===== config.mk =====
export PLATFORM = sky130hd
export DESIGN_NAME = compare_rotate_status_unit
export DESIGN_NICKNAME = d
export VERILOG_FILES = /design/src/hdl/crs_pkg.sv /design/src/hdl/compare_rotate_status_unit.sv /design/src/hdl/crs_compare.sv
export SDC_FILE = /design/constraint.sdc
export NUM_CORES = 1
export LEC_CHECK = 0
export BUFFER_PORTS_ARGS = -buffer_cell sky130_fd_sc_hd__buf_2
export CAP_MARGIN = 25
export CORE_MARGIN = 2
export CORE_UTILIZATION = 50
export DETAILED_ROUTE_END_ITERATION = 10
export GPL_ROUTABILITY_DRIVEN = 0
export PLACE_DENSITY = 0.72
export SETUP_SLACK_MARGIN = 0.02
export SYNTH_ARGS = -nofsm -noshare
export SYNTH_HDL_FRONTEND = slang
export SYNTH_SLANG_ARGS = --single-unit

===== constraint.sdc =====
create_clock -name clock_i -period 2.7 [get_ports clock_i]
set_input_delay 0.27 -clock clock_i [delete_from_list [all_inputs] [get_ports clock_i]]
set_output_delay 0.27 -clock clock_i [all_outputs]
set_load 0.01 [all_outputs]

===== src/hdl/crs_pkg.sv =====
// Purpose: Shared constants and types for the compare, rotate and status unit
// Assumes: 50 MHz processor clock, three clock periods per instruction cycle
// Notes: Status byte layouts follow the processor status word bit assignment
package crs_pkg;
  // Timing
  localparam int unsigned CLOCK_PERIOD_NS = 20;
  localparam int unsigned CLOCKS_PER_CYCLE = 3;
  localparam int unsigned SHORT_CYCLES = 2;
  localparam int unsigned LONG_CYCLES = 3;
  localparam logic [3:0] SHORT_CLOCKS = 4'(SHORT_CYCLES * CLOCKS_PER_CYCLE);
  localparam logic [3:0] LONG_CLOCKS = 4'(LONG_CYCLES * CLOCKS_PER_CYCLE);

  // Lower status byte field positions
  localparam int unsigned LSB_CC_HI = 7;
  localparam int unsigned LSB_CC_LO = 6;
  localparam int unsigned LSB_IDC = 5;
  localparam int unsigned LSB_RS = 4;
  localparam int unsigned LSB_WC = 3;
  localparam int unsigned LSB_OVF = 2;
  localparam int unsigned LSB_COM = 1;
  localparam int unsigned LSB_C = 0;

  // Upper status byte: bits 4 and 3 unassigned
  localparam logic [7:0] UPPER_USED_MASK = 8'he7;
  localparam logic [7:0] UPPER_RESET = 8'h00;
  localparam logic [7:0] LOWER_RESET = 8'h00;

  // Condition code encodings
  localparam logic [1:0] CC_POSITIVE = 2'h1;
  localparam logic [1:0] CC_ZERO = 2'h0;
  localparam logic [1:0] CC_NEGATIVE = 2'h2;

  typedef enum logic [3:0] {
    OP_NONE = 4'h0,
    OP_COMPARE_REG = 4'h1,
    OP_COMPARE_IMMEDIATE = 4'h2,
    OP_COMPARE_RELATIVE = 4'h3,
    OP_COMPARE_ABSOLUTE = 4'h4,
    OP_ROTATE_LEFT = 4'h5,
    OP_ROTATE_RIGHT = 4'h6,
    OP_LOAD_UPPER_STATUS = 4'h7,
    OP_LOAD_LOWER_STATUS = 4'h8,
    OP_STORE_UPPER_STATUS = 4'h9,
    OP_STORE_LOWER_STATUS = 4'ha,
    OP_PRESET_UPPER_STATUS = 4'hb
  } op_e;

  // One instruction request
  typedef struct packed {
    op_e op;
    logic [7:0] first_byte;
    logic [7:0] operand;
  } request_s;

  // Register writeback produced by an instruction
  typedef struct packed {
    logic write;
    logic [1:0] index;
    logic [7:0] data;
  } writeback_s;
endpackage


===== src/hdl/compare_rotate_status_unit.sv =====
// Purpose: Compare, rotate and status transfer datapath slice
// Assumes: Decoder supplies op, first byte and operand; register file is outside
// Notes: Each instruction runs a fixed number of clocks, then retires once
`timescale 1ns/10ps
module compare_rotate_status_unit #(
  parameter int unsigned WIDTH = 8
) (
  input wire logic clock_i,
  input wire logic reset_i,
  input wire logic start_i,
  input wire crs_pkg::request_s request_i,
  input wire logic indexed_i,
  input wire logic [WIDTH-1:0] selected_reg_i,
  input wire logic [WIDTH-1:0] reg_zero_i,
  output logic busy_o,
  output logic done_o,
  output crs_pkg::writeback_s writeback_o,
  output logic [WIDTH-1:0] upper_status_byte_o,
  output logic [WIDTH-1:0] lower_status_byte_o
);
  // ==========================================================
  // Request capture and instruction timer
  // ==========================================================
  crs_pkg::request_s held;
  logic held_indexed;
  logic [WIDTH-1:0] held_sel;
  logic [WIDTH-1:0] held_zero;
  logic [3:0] count;
  logic [3:0] length;
  logic finish;

  // Operands are latched so a changing register file cannot skew the result
  always_ff @(posedge clock_i or posedge reset_i)
  begin
    if (reset_i)
    begin
      held <= '0;
      held_indexed <= 1'b0;
      held_sel <= '0;
      held_zero <= '0;
    end
    else if (start_i && !busy_o)
    begin
      held <= request_i;
      held_indexed <= indexed_i;
      held_sel <= selected_reg_i;
      held_zero <= reg_zero_i;
    end
  end

  // Length by instruction class
  always_comb
  begin
    case (request_i.op)
      crs_pkg::OP_COMPARE_RELATIVE,
      crs_pkg::OP_PRESET_UPPER_STATUS: length = crs_pkg::LONG_CLOCKS;
      default: length = crs_pkg::SHORT_CLOCKS;
    endcase
  end

  // Down counter; busy while nonzero, retire on the last clock
  always_ff @(posedge clock_i or posedge reset_i)
  begin
    if (reset_i)
      count <= 4'h0;
    else if (start_i && !busy_o && request_i.op != crs_pkg::OP_NONE)
      count <= length;
    else if (count != 4'h0)
      count <= count - 4'h1;
  end

  assign busy_o = (count != 4'h0);
  assign finish = (count == 4'h1);

  // ==========================================================
  // Compare
  // ==========================================================
  logic is_compare;
  logic [WIDTH-1:0] cmp_left;
  logic [WIDTH-1:0] cmp_right;
  logic [1:0] cmp_code;

  assign is_compare = held.op == crs_pkg::OP_COMPARE_REG ||
                      held.op == crs_pkg::OP_COMPARE_IMMEDIATE ||
                      held.op == crs_pkg::OP_COMPARE_RELATIVE ||
                      held.op == crs_pkg::OP_COMPARE_ABSOLUTE;

  // Left operand: register zero for register form and indexed absolute
  always_comb
  begin
    cmp_left = held_sel;
    cmp_right = held.operand;
    if (held.op == crs_pkg::OP_COMPARE_REG)
    begin
      cmp_left = held_zero;
      cmp_right = held_sel;
    end
    else if (held.op == crs_pkg::OP_COMPARE_ABSOLUTE && held_indexed)
      cmp_left = held_zero;
  end

  crs_compare #(
    .WIDTH(WIDTH)
  ) compare_unit (
    .left_i(cmp_left),
    .right_i(cmp_right),
    .unsigned_mode_i(lower_status_byte_o[crs_pkg::LSB_COM]),
    .code_o(cmp_code)
  );

  // ==========================================================
  // Rotate
  // ==========================================================
  logic with_carry_bit;
  logic old_carry;
  logic [WIDTH-1:0] rot_value;
  logic rot_carry;
  logic rot_idc;

  assign with_carry_bit = lower_status_byte_o[crs_pkg::LSB_WC];
  assign old_carry = lower_status_byte_o[crs_pkg::LSB_C];

  // Rotated value and carry-chain side effects
  always_comb
  begin
    rot_value = held_sel;
    rot_carry = old_carry;
    rot_idc = lower_status_byte_o[crs_pkg::LSB_IDC];
    if (held.op == crs_pkg::OP_ROTATE_LEFT)
    begin
      if (with_carry_bit)
      begin
        rot_value = {held_sel[WIDTH-2:0], old_carry};
        rot_carry = held_sel[WIDTH-1];
        rot_idc = held_sel[4];
      end
      else
        rot_value = {held_sel[WIDTH-2:0], held_sel[WIDTH-1]};
    end
    else if (held.op == crs_pkg::OP_ROTATE_RIGHT)
    begin
      if (with_carry_bit)
      begin
        rot_value = {old_carry, held_sel[WIDTH-1:1]};
        rot_carry = held_sel[0];
        rot_idc = held_sel[6];
      end
      else
        rot_value = {held_sel[0], held_sel[WIDTH-1:1]};
    end
  end

  // Sign and zero classification of a byte
  function automatic logic [1:0] classify(input logic [WIDTH-1:0] value);
    if (value[WIDTH-1])
      return crs_pkg::CC_NEGATIVE;
    else if (value == '0)
      return crs_pkg::CC_ZERO;
    else
      return crs_pkg::CC_POSITIVE;
  endfunction

  // ==========================================================
  // Status bytes
  // ==========================================================
  logic [WIDTH-1:0] next_upper;
  logic [WIDTH-1:0] next_lower;
  logic [WIDTH-1:0] upper_clean;

  assign upper_clean = upper_status_byte_o & crs_pkg::UPPER_USED_MASK;

  // New status values, committed on the retiring clock
  always_comb
  begin
    next_upper = upper_status_byte_o;
    next_lower = lower_status_byte_o;
    case (held.op)
      crs_pkg::OP_COMPARE_REG,
      crs_pkg::OP_COMPARE_IMMEDIATE,
      crs_pkg::OP_COMPARE_RELATIVE,
      crs_pkg::OP_COMPARE_ABSOLUTE:
        next_lower[crs_pkg::LSB_CC_HI:crs_pkg::LSB_CC_LO] = cmp_code;
      crs_pkg::OP_ROTATE_LEFT,
      crs_pkg::OP_ROTATE_RIGHT:
      begin
        next_lower[crs_pkg::LSB_CC_HI:crs_pkg::LSB_CC_LO] = classify(rot_value);
        next_lower[crs_pkg::LSB_C] = rot_carry;
        next_lower[crs_pkg::LSB_IDC] = rot_idc;
        if (rot_value[WIDTH-1] != held_sel[WIDTH-1])
          next_lower[crs_pkg::LSB_OVF] = 1'b1;
      end
      crs_pkg::OP_LOAD_UPPER_STATUS:
        next_upper = held_zero & crs_pkg::UPPER_USED_MASK;
      crs_pkg::OP_LOAD_LOWER_STATUS:
        next_lower = held_zero;
      crs_pkg::OP_STORE_UPPER_STATUS:
        next_lower[crs_pkg::LSB_CC_HI:crs_pkg::LSB_CC_LO] = classify(upper_clean);
      crs_pkg::OP_STORE_LOWER_STATUS:
        next_lower[crs_pkg::LSB_CC_HI:crs_pkg::LSB_CC_LO] =
          classify(lower_status_byte_o);
      crs_pkg::OP_PRESET_UPPER_STATUS:
        next_upper = (upper_status_byte_o | held.operand) & crs_pkg::UPPER_USED_MASK;
      default:
      begin
        next_upper = upper_status_byte_o;
        next_lower = lower_status_byte_o;
      end
    endcase
  end

  // Flags commit on the last clock, so they lead the next start
  always_ff @(posedge clock_i or posedge reset_i)
  begin
    if (reset_i)
    begin
      upper_status_byte_o <= crs_pkg::UPPER_RESET;
      lower_status_byte_o <= crs_pkg::LOWER_RESET;
    end
    else if (finish)
    begin
      upper_status_byte_o <= next_upper;
      lower_status_byte_o <= next_lower;
    end
  end

  // ==========================================================
  // Register writeback and completion
  // ==========================================================
  always_ff @(posedge clock_i or posedge reset_i)
  begin
    if (reset_i)
    begin
      writeback_o <= '0;
      done_o <= 1'b0;
    end
    else
    begin
      done_o <= finish;
      writeback_o.write <= 1'b0;
      if (finish)
      begin
        case (held.op)
          crs_pkg::OP_ROTATE_LEFT,
          crs_pkg::OP_ROTATE_RIGHT:
          begin
            writeback_o.write <= 1'b1;
            writeback_o.index <= held.first_byte[1:0];
            writeback_o.data <= rot_value;
          end
          crs_pkg::OP_STORE_UPPER_STATUS:
          begin
            writeback_o.write <= 1'b1;
            writeback_o.index <= 2'h0;
            writeback_o.data <= upper_clean;
          end
          crs_pkg::OP_STORE_LOWER_STATUS:
          begin
            writeback_o.write <= 1'b1;
            writeback_o.index <= 2'h0;
            writeback_o.data <= lower_status_byte_o;
          end
          default:
            writeback_o.write <= 1'b0;
        endcase
      end
    end
  end

  // ==========================================================
  // Checks
  // ==========================================================
  a_compare_only_cc: assert property (@(posedge clock_i) disable iff (reset_i)
    (finish && is_compare) |=> !writeback_o.write &&
      upper_status_byte_o == $past(upper_status_byte_o) &&
      lower_status_byte_o[5:0] == $past(lower_status_byte_o[5:0]))
    else $error("compare changed more than the condition code");

  a_short_length: assert property (@(posedge clock_i) disable iff (reset_i)
    (start_i && !busy_o && request_i.op == crs_pkg::OP_ROTATE_LEFT) |=>
      busy_o [*6] ##1 !busy_o)
    else $error("short instruction not six clocks");

  a_long_length: assert property (@(posedge clock_i) disable iff (reset_i)
    (start_i && !busy_o && request_i.op == crs_pkg::OP_PRESET_UPPER_STATUS) |=>
      busy_o [*8] ##1 busy_o ##1 !busy_o)
    else $error("long instruction not nine clocks");

  a_rotate_ovf: assert property (@(posedge clock_i) disable iff (reset_i)
    (finish && (held.op == crs_pkg::OP_ROTATE_LEFT || held.op == crs_pkg::OP_ROTATE_RIGHT)
      && rot_value[7] != held_sel[7]) |=> lower_status_byte_o[crs_pkg::LSB_OVF])
    else $error("rotate overflow not set");

  a_rotate_idc: assert property (@(posedge clock_i) disable iff (reset_i)
    (finish && held.op == crs_pkg::OP_ROTATE_LEFT && with_carry_bit) |=>
      lower_status_byte_o[crs_pkg::LSB_IDC] == $past(held_sel[4]))
    else $error("rotate left interdigit carry wrong");

  a_upper_unassigned: assert property (@(posedge clock_i) disable iff (reset_i)
    upper_status_byte_o[4:3] == 2'h0)
    else $error("unassigned upper status bits set");

  a_preset_sets: assert property (@(posedge clock_i) disable iff (reset_i)
    (finish && held.op == crs_pkg::OP_PRESET_UPPER_STATUS) |=>
      ((upper_status_byte_o & $past(held.operand) & crs_pkg::UPPER_USED_MASK) ==
       ($past(held.operand) & crs_pkg::UPPER_USED_MASK)))
    else $error("preset bit not set");

  a_done_follows: assert property (@(posedge clock_i) disable iff (reset_i)
    finish |=> done_o && !busy_o)
    else $error("done not one clock after retire");
endmodule


===== src/hdl/crs_compare.sv =====
// Purpose: Three-way magnitude compare, signed or unsigned
// Assumes: Operands are 8-bit
// Notes: Purely combinational
`timescale 1ns/10ps
module crs_compare #(
  parameter int unsigned WIDTH = 8
) (
  input wire logic [WIDTH-1:0] left_i,
  input wire logic [WIDTH-1:0] right_i,
  input wire logic unsigned_mode_i,
  output logic [1:0] code_o
);
  logic [WIDTH-1:0] left_adj;
  logic [WIDTH-1:0] right_adj;

  // Flipping the sign bits turns an unsigned compare into a signed one
  always_comb
  begin
    left_adj = left_i;
    right_adj = right_i;
    if (!unsigned_mode_i)
    begin
      left_adj[WIDTH-1] = ~left_i[WIDTH-1];
      right_adj[WIDTH-1] = ~right_i[WIDTH-1];
    end
    if (left_adj > right_adj)
      code_o = crs_pkg::CC_POSITIVE;
    else if (left_adj == right_adj)
      code_o = crs_pkg::CC_ZERO;
    else
      code_o = crs_pkg::CC_NEGATIVE;
  end
endmodule


After elaboration in Yosys (flattened, before gate mapping). Cells that the tools add are included.

Word-level logic and storage cells: 102. Input bits: 40. Bits in registers: 63.

Reductions and logical operators: 24. $lt $le $gt $ge: 1. Add/subtract/negate cells: 1. Equal/unequal tests: 20. Bitwise gates (word level): 3. Mux-type cells: 37.

Operators by type and width (number): 8-bit two-way mux (6); 10-bit case mux with 3 select lines (1); 8-bit zero test (3); 4-bit equality test, second input constant (5); 4-bit by 3-bit equality test with 1-bit output, second input constant (4); 1-bit two-way mux (16); 8-bit case mux with 2 select lines (1); 4-bit by 2-bit equality test with 1-bit output, second input constant (3); 4-bit two-way mux (3); 11-bit two-way mux (1); 2-bit two-way mux (5); 2-bit case mux with 5 select lines (1); 3-bit inequality test, second input constant (3); 4-bit by 1-bit equality test with 1-bit output, second input constant (2); 8-bit equality test (1); 8-bit greater-than comparator (1); 8-bit bitwise OR (1); 2-bit AND reduction (4); 4-bit nonzero test (2); 4-bit OR reduction (2); 1-bit case mux with 2 select lines (3); 2-bit nonzero test (3); 5-bit AND reduction (1); 5-bit nonzero test (1); 9 further kinds (13).

Depth between registers and ports, before layout. Gate-level depths: netlist of run 1.

Depth after elaboration: 10. Depth in mapped cells: 13. Depth with buffers taken out: 11.

Cells and area by module. From an unflattened synthesis of run 1, not the netlist that was laid out.

Cells, all modules: 389. Area total of the unflattened synthesis: 3885.0 um^2.

Modules (own cells, without submodules): compare_rotate_status_unit (area an instance 3653.5 um^2, cells each 356, times used 1); crs_compare (area an instance 231.5 um^2, cells each 33, times used 1).

Worst setup path before layout of run 1. Ideal clock, no wire load.

Path type: flip-flop to flip-flop. Start point: register held[17] (netlist name). End point: register lower_status_byte_o[6]. Period minus slack after synthesis: 2.636 ns. Stages on the path, launching flop included: 13. Required time: 2.623 ns. Data arrival time: 2.559 ns. Setup slack: 0.064 ns. Buffers on the path: 3. Cells stage by stage: dfrtp_1 > buf_4 > buf_4 > buf_4 > nor2_1 > nand2_1 > mux2_2 > ha_1 > a21oi_1 > a31o_2 > a311oi_1 > o32ai_1 > a21oi_1.

Cells in the longest elaborated chain, start to end: 9.

RTL lines: start, declared (line compare_rotate_status_unit.sv:24) `crs_pkg::request_s held;`; start signal, assigned (line compare_rotate_status_unit.sv:44) `held <= request_i;`; 4-bit by 3-bit equality test with 1-bit output (line compare_rotate_status_unit.sv:98, compare_rotate_status_unit.sv:177); 1-bit logical AND (line compare_rotate_status_unit.sv:98) `else if (held.op == crs_pkg::OP_COMPARE_ABSOLUTE && held_indexed)`; 8-bit two-way mux (line compare_rotate_status_unit.sv:98); 8-bit two-way mux (line compare_rotate_status_unit.sv:93) `if (held.op == crs_pkg::OP_COMPARE_REG)`; 1-bit NOT (line crs_compare.sv:23) `left_adj[WIDTH-1] = ~left_i[WIDTH-1];`; 1-bit two-way mux (line crs_compare.sv:21) `if (!unsigned_mode_i)`; 8-bit greater-than comparator (line crs_compare.sv:26) `if (left_adj > right_adj)`; 2-bit two-way mux (line crs_compare.sv:26); 2-bit case mux with 5 select lines (line compare_rotate_status_unit.sv:177) `case (held.op)`; end signal, assigned (line compare_rotate_status_unit.sv:217) `lower_status_byte_o <= crs_pkg::LOWER_RESET;`; end signal, assigned (line compare_rotate_status_unit.sv:222) `lower_status_byte_o <= next_lower;`; end, declared (line compare_rotate_status_unit.sv:19) `output logic [WIDTH-1:0] lower_status_byte_o`.

Several ways; a longest one is shown, not always the timed one. A chain may end at the register's enable or synchronous reset.

Worst setup path after layout of run 1. Same ends and word-level chain as after synthesis.

==> out/metrics.cfg, run 1 <==
[timing]
whs_ns = 0.119
worst_slack_ns = 0.0855
rsz0062_at_grt = true
worst_clock_skew_ns = 0.0124
finalSetupTns_ns = 0
maxSlewViolCount = 0
setup_viol = 0
period_share_pct = 96.8
period_needed_ns = 2.61
max_freq_mhz = 382
hold_viol_final = 0

[yosys]
synth.ff_latch_count = 61
netlist_area_um2 = 3720
synth_area_per_cell_um2 = 10.4
async_reset_ff_share_pct = 100
synth_edf_count = 0
synth-seq-area-share_pct = 41.1
synth_cells = 359
ys_types = 68
yosys_warnings = 0
synthFlopType = dfrtp_1

[die]
fp.dieW_um = 90.2
initial_core_util_pct = 51.5
dieHeight_um = 90.2
dieArea_um2 = 8140
core_um2 = 7210
row_count = 31
ios = 69

[power]
power.leakage_nw = 2.01
cellPowerDensity_nw_per_um2 = 1200
vdd_drop_max_mv = 0.651
power_mw = 5.27

[clocking]
cts_buffer_depth = 2
cts_tree = yes
cts_buffers = 9
cts_htree_levels = 3
cts.clk_slew.worst_paths_ns = 0.07
clkSinkCount = 61
cts_root_buf = clkbuf_8
clk_latency_ns = 0.36

[hold_path]
min_path_cells = 3
min_from = selected_reg_i[1]
hold_end = held_sel[1]$_DFFE_PP0P_
hold_class = input port to flop

[final_layout]
fin_area_um2 = 4400
utilization_pct = 61.0
drive_gt1_share_pct = 36.8
antenna_cells = 0
fin_cells = 534
areaGrowthSynthToFinish_pct = 18.5
nNetsFinal = 481

[place]
post_dp_cell_area_um2 = 4140
pre_cts_slack_ns = 0.0642
numPortBuffers = 60
dpl.hpwl_um = 6730
post-place-cells = 514

[worst_setup_path]
cp_max_fo = 4
reg2regPathDepth = 13
r2r_slack_ns = 0.09
rr_endpoint = lower_status_byte_o[6]$_DFFE_PP0P_
regToRegStartpoint = held[17]$_DFFE_PP0P_
critPathLaunch = held[17]$_DFFE_PP0P_
worstPathRequired_ns = 2.93
start_kind = flop
setup.worst_path.class = flop to flop
critPathArrivalTime_ns = 2.84
endpoint_kind = flop

[global_routing]
grt_max_degree = 30
grt_pass1_vias = 3112
grt_pass1_wl_um = 15200
antenna_found_initial = 0
grt_usage_pct = 23.4
grt.overflow.total = 0

[detailed_routing]
wl_per_cell_um = 17.0
drt_iter0_drc = 191
dr_total_vias = 3061
drtAntennaViolNets = 0
drt_wl_total_um = 9070
vias_per_cell = 5.73
drc_errors = 0
drt_pre_antenna_iters = 4

[run]
maxCapViolations = 0

[status]
status = completed

[flip-flops by register name, indices dropped and copies added (netlist names)]
| signal | cells |
|---|---|
| held_zero | 8 |
| held | 14 |
| lower_status_byte_o | 8 |
| writeback_o | 11 |
| held_sel | 8 |
| done_o | 1 |
| held_indexed | 1 |
| upper_status_byte_o | 6 |
| count | 4 |
[power by group]
part,internal [mW],leakage (nW),switching (mW),total (mW)
Clock,0.438,0.101,0.403,0.841
Combinational,1.31,1.14,1.36,2.67
Sequential,1.29,0.774,0.477,1.76
Total,3.03,2.01,2.24,5.27
[routing by layer]
metal	share of wire (%)	global-route usage [%]	vias to the layer above
met5	0	0	-
met4	1.8	10.1	0
met3	5.1	4.27	16
met2	50	39.3	95
met1	43	29.5	1489
li1	-	-	1461
[critical path, stage by stage (launching register included)]
cell	delay (ns)
dfrtp_1	0.40
buf_4	0.14
nor2_1	0.10
nand2_1	0.12
buf_4	0.18
mux2i_1	0.22
xor2_1	0.12
ha_1	0.33
nand4_1	0.14
nor2_1	0.23
a311oi_2	0.07
buf_4	0.15
o32ai_1	0.25
a21oi_1	0.06
[final cells by class]
cell class / instances / area (um2)
Clock buffer: 9 / 124
Clock inverter: 7 / 81.3
Fill cell: 649 / 2810
Inverter: 9 / 33.8
Multi-Input combinational cell: 265 / 2010
Sequential cell: 61 / 1530
Tap cell: 99 / 124
Timing Repair Buffer: 84 / 499
[timing repair]
action | 4_1_cts | 5_1_grt
resized for setup | 1 | 6
endpoints found under the setup margin | 1 | 1
pin swaps | 0 | 5
endpoints found under the hold margin | 8 | 0
buffers inserted | 0 | 3
hold buffers | 1 | 0
[synthesized netlist by cell type, types with 2 or more instances]
cell	number	area share (%)
a21oi_1	13	1.8
and4bb_2	2	0.67
a211oi_1	3	0.61
nor4_1	2	0.34
a22oi_1	3	0.61
and2_1	2	0.34
clkbuf_1	5	0.51
nand2_1	37	3.7
nand4_1	2	0.34
a311oi_1	3	0.71
nand4bb_1	2	0.61
nor3_1	5	0.67
xor2_1	2	0.47
xnor2_1	2	0.47
ha_1	11	3.7
inv_1	8	0.81
a22o_1	2	0.47
nor2_1	19	1.9
o21ai_0	14	1.9
o211ai_1	2	0.40
mux2i_1	12	3.2
buf_6	4	1.2
nor2b_1	7	1.2
o22a_1	7	1.6
a31oi_1	8	1.3
a32o_1	3	0.81
nand2b_1	6	1.0
mux2_2	41	12
dfrtp_1	61	41
o22ai_1	4	0.67
buf_2	5	0.67
nand4b_1	2	0.47
nand3_1	2	0.27
or2_1	2	0.34
o21ai_1	5	0.67
buf_4	10	2.0
o21a_1	7	1.4
nor2_2	2	0.34
a221o_1	3	0.81
[how the worst max path moves through the flow]
stage / endpoint
2_1_floorplan: lower_status_byte_o[6]$_DFFE_PP0P_
3_3_place_gp: lower_status_byte_o[6]$_DFFE_PP0P_
3_5_place_dp: lower_status_byte_o[6]$_DFFE_PP0P_
4_1_cts: lower_status_byte_o[6]$_DFFE_PP0P_
5_1_grt: lower_status_byte_o[6]$_DFFE_PP0P_
6_report: lower_status_byte_o[6]$_DFFE_PP0P_
[placed cells by master (no fill, tap or decap), types with 6 or more instances in the layout]
cell      Yosys  routed
o22a_1        7       7
mux2i_1      12      11
nor2_1       19      19
a21oi_1      13      12
o21ai_0      14      13
inv_1         8       7
nor2b_1       7       7
a31oi_1       8       8
clkbuf_8      0       9
buf_2         5      60
dfrtp_1      61      61
nand2b_1      6       6
o21a_1        7       7
buf_4        10      21
nand2_1      37      37
mux2_2       41      41
ha_1         11      11
[kinds of logic after synthesis]
kind of cell	count (synthesis)	synth area share, %
AO/OA/AOI/OAI	90	17.4
adder cells (fa/ha/maj)	11	3.70
XOR/XNOR	4	0.943
flip-flops	61	41.1
other	1	0.101
AND/OR/NAND/NOR	105	15.7
buffers and inverters	34	5.45
multiplexers	53	15.7
(Power assumes the default switching activity.)
==> run 2: changes to the inputs <==
- CORE_UTILIZATION: 50 -> 51
- PLACE_DENSITY: 0.72 -> 0.73
- SLEW_MARGIN: default -> 10
==> out/metrics.cfg, run 2 (synthesized netlist as in run 1, its figures left out) <==
[status]
status = completed

[timing]
maxSlewViolCount = 0  ; unchanged
period_share_pct = 94.0  ; -2.8 points
slew-limit-headroom_pct = 41.0
period_needed_ns = 2.54  ; -0.0764 ns
rsz0062_at_grt = false
finalSetupTns_ns = 0  ; unchanged
setup_viol = 0  ; unchanged
whs_ns = 0.108  ; -0.0105 ns
worst_clock_skew_ns = 0.00489  ; -0.00753 ns
hold_viol_final = 0  ; unchanged
tightest_slew_ns = 0.884
max_freq_mhz = 394  ; +3.0%

[worst_setup_path]
regToRegStartpoint = held[18]$_DFFE_PP0P_
critPathArrivalTime_ns = 2.82  ; -0.02 ns
start_kind = flop
worstPathRequired_ns = 2.98  ; +0.05 ns
critPathLaunch = held[18]$_DFFE_PP0P_
crit_chain = buf_4 -> nor3_4 -> mux2i_1 -> xnor2_1 -> ha_1 -> nand4_1 -> a31o_2 -> a311oi_2 -> o32ai_1 -> a21oi_1
endpoint_kind = flop
max_stage_delay_ns = 0.40  ; about the same
setup.worst_path.class = flop to flop
cp_max_fo = 15  ; +11
critPathSlowestCell = dfrtp_1

[clocking]
cts_buffer_depth = 2  ; unchanged
clk_latency_ns = 0.35  ; about the same
cts_tree = yes
cts.clk_slew.worst_paths_ns = 0.07  ; about the same
clkSinkCount = 61  ; unchanged
cts_root_buf = clkbuf_8
cts_htree_levels = 3  ; unchanged
cts_buffers = 9  ; unchanged

[global_routing]
grtUsageMet3_pct = 6.09  ; +1.8 points
grt_usage_pct = 23.9  ; +0.56 points
antenna_found_initial = 0  ; unchanged
use_met2_pct = 38.6  ; -0.76 points
grt.overflow.total = 0  ; unchanged
busiest_layer = met2
grt_pass1_wl_um = 14300  ; -6.0%
grt_max_degree = 44  ; +47%
met1_usage_pct = 30.8  ; +1.3 points
grt_pass1_vias = 2870  ; -7.8%

[final_layout]
final_common_cell = dfrtp_1
top_register = held
areaGrowthSynthToFinish_pct = 15.8
drive_gt1_share_pct = 34.7  ; -2.0 points
final_cell_mix = 61 x dfrtp_1, 60 x buf_2, 41 x mux2_2
nNetsFinal = 472  ; -1.9%
reg_top3 = held (14), writeback_o (11)
nFillCells = 661  ; +1.8%
largest_reg_flops = 14  ; unchanged
antenna_cells = 0  ; unchanged
register_area_um2 = 1530  ; unchanged
multi_input_area_um2 = 2000  ; -0.81%

[detailed_routing]
vias_per_cell = 5.76  ; +0.55%
drt_pre_antenna_iters = 5  ; +1
drt_wl_total_um = 8790  ; -3.1%
drt_iter0_drc = 225  ; +18%
drc_errors = 0  ; unchanged
wl_per_cell_um = 16.7  ; -1.4%
dr_total_vias = 3026  ; -1.1%
drtAntennaViolNets = 0  ; unchanged

[die]
core_um2 = 7140  ; -1.1%
row_count = 31  ; unchanged
fp.dieW_um = 89.4  ; -0.94%
ios = 69  ; unchanged
dieHeight_um = 89.4  ; -0.94%
initial_core_util_pct = 52.1  ; +0.56 points
dieArea_um2 = 7990  ; -1.9%

[place]
numPortBuffers = 60  ; unchanged
dpl.hpwl_um = 6640  ; -1.4%

[power]
power_mw = 5.05  ; -4.3%
cellPowerDensity_nw_per_um2 = 1170  ; -2.0%
vdd_drop_max_mv = 0.591  ; -9.2%
power.leakage_nw = 1.95  ; -3.0%

[hold_path]
hold_class = input port to async pin

[run]
maxCapViolations = 0  ; unchanged

-- run 2: cell count changes in the layout (fill, tap and decap cells not counted), sizes merged --
cell | before | now
dlygate4sd3 | 1 | 0
clkbuf | 9 | 10
clkinvlp | 1 | 2
buf | 83 | 75
clkinv | 2 | 3
inv | 12 | 9
-- run 2: area by class of cell --
type,count,area share [%]
clock buffers,10,2.97
clock inverters,6,1.48
inverters,9,0.785
multi-input cells,265,46.4
flip-flops and latches,61,35.5
well taps,99,2.88
repair buffers,75,9.98
-- run 2: critical path: cells and delay by family (launching register included) --
| kind | cells | cell delay, ns |
|---|---|---|
| flops | 1 | 0.40 |
| xor+xnor | 1 | 0.10 |
| compound gates | 4 | 0.79 |
| buf+inv | 1 | 0.20 |
| simple gates | 2 | 0.40 |
| mux | 1 | 0.26 |
| fa+ha+maj | 1 | 0.31 |
-- run 2: through the flow --
step | utilization (%) | cells | setup slack, ns | cell area (um2)
floorplan | - | 360 | 0.0638 | 3720
global placement | 57.5 | 509 | 0.157 | 4100
detailed placement | 57.5 | 509 | 0.114 | 4100
CTS | 60.1 | 525 | 0.0871 | 4290
global route | 60.3 | 525 | 0.0353 | 4300
finish | 60.3 | 525 | 0.162 | 4300
-- run 2: path summary, 6_finish.rpt --
check	slack, ns	endpoint	depth (start not counted)
setup reg to reg	0.16	lower_status_byte_o[6]$_DFFE_PP0P_	10
hold / removal	0.11	writeback_o[1]$_DFFE_PP0P_	2
setup / recovery	0.16	lower_status_byte_o[6]$_DFFE_PP0P_	10
min in group clock_i	0.12	held_sel[6]$_DFFE_PP0P_	3
hold reg to reg	0.48	writeback_o[0]$_DFFE_PP0P_	2
max in group asynchronous	1.90	held[1]$_DFFE_PP0P_	3
-- run 2: what timing repair did --
action                     CTS  global route
resized for setup            0             3
setup endpoints to repair    0             1
setup buffers                0             0
hold buffers                 0             0
-- run 2: layer usage --
| layer | wire length (um) | share of wire [%] |
|---|---|---|
| met5 | 0 | 0 |
| met4 | 175 | 2.0 |
| met3 | 582 | 6.6 |
| met2 | 4290 | 49 |
| met1 | 3740 | 43 |
-- run 2: power breakdown --
group | total [mW] | switching, mW | internal [mW]
sequential | 1.74 | 0.449 | 1.29
combinational | 2.52 | 1.31 | 1.21
clock | 0.794 | 0.370 | 0.424
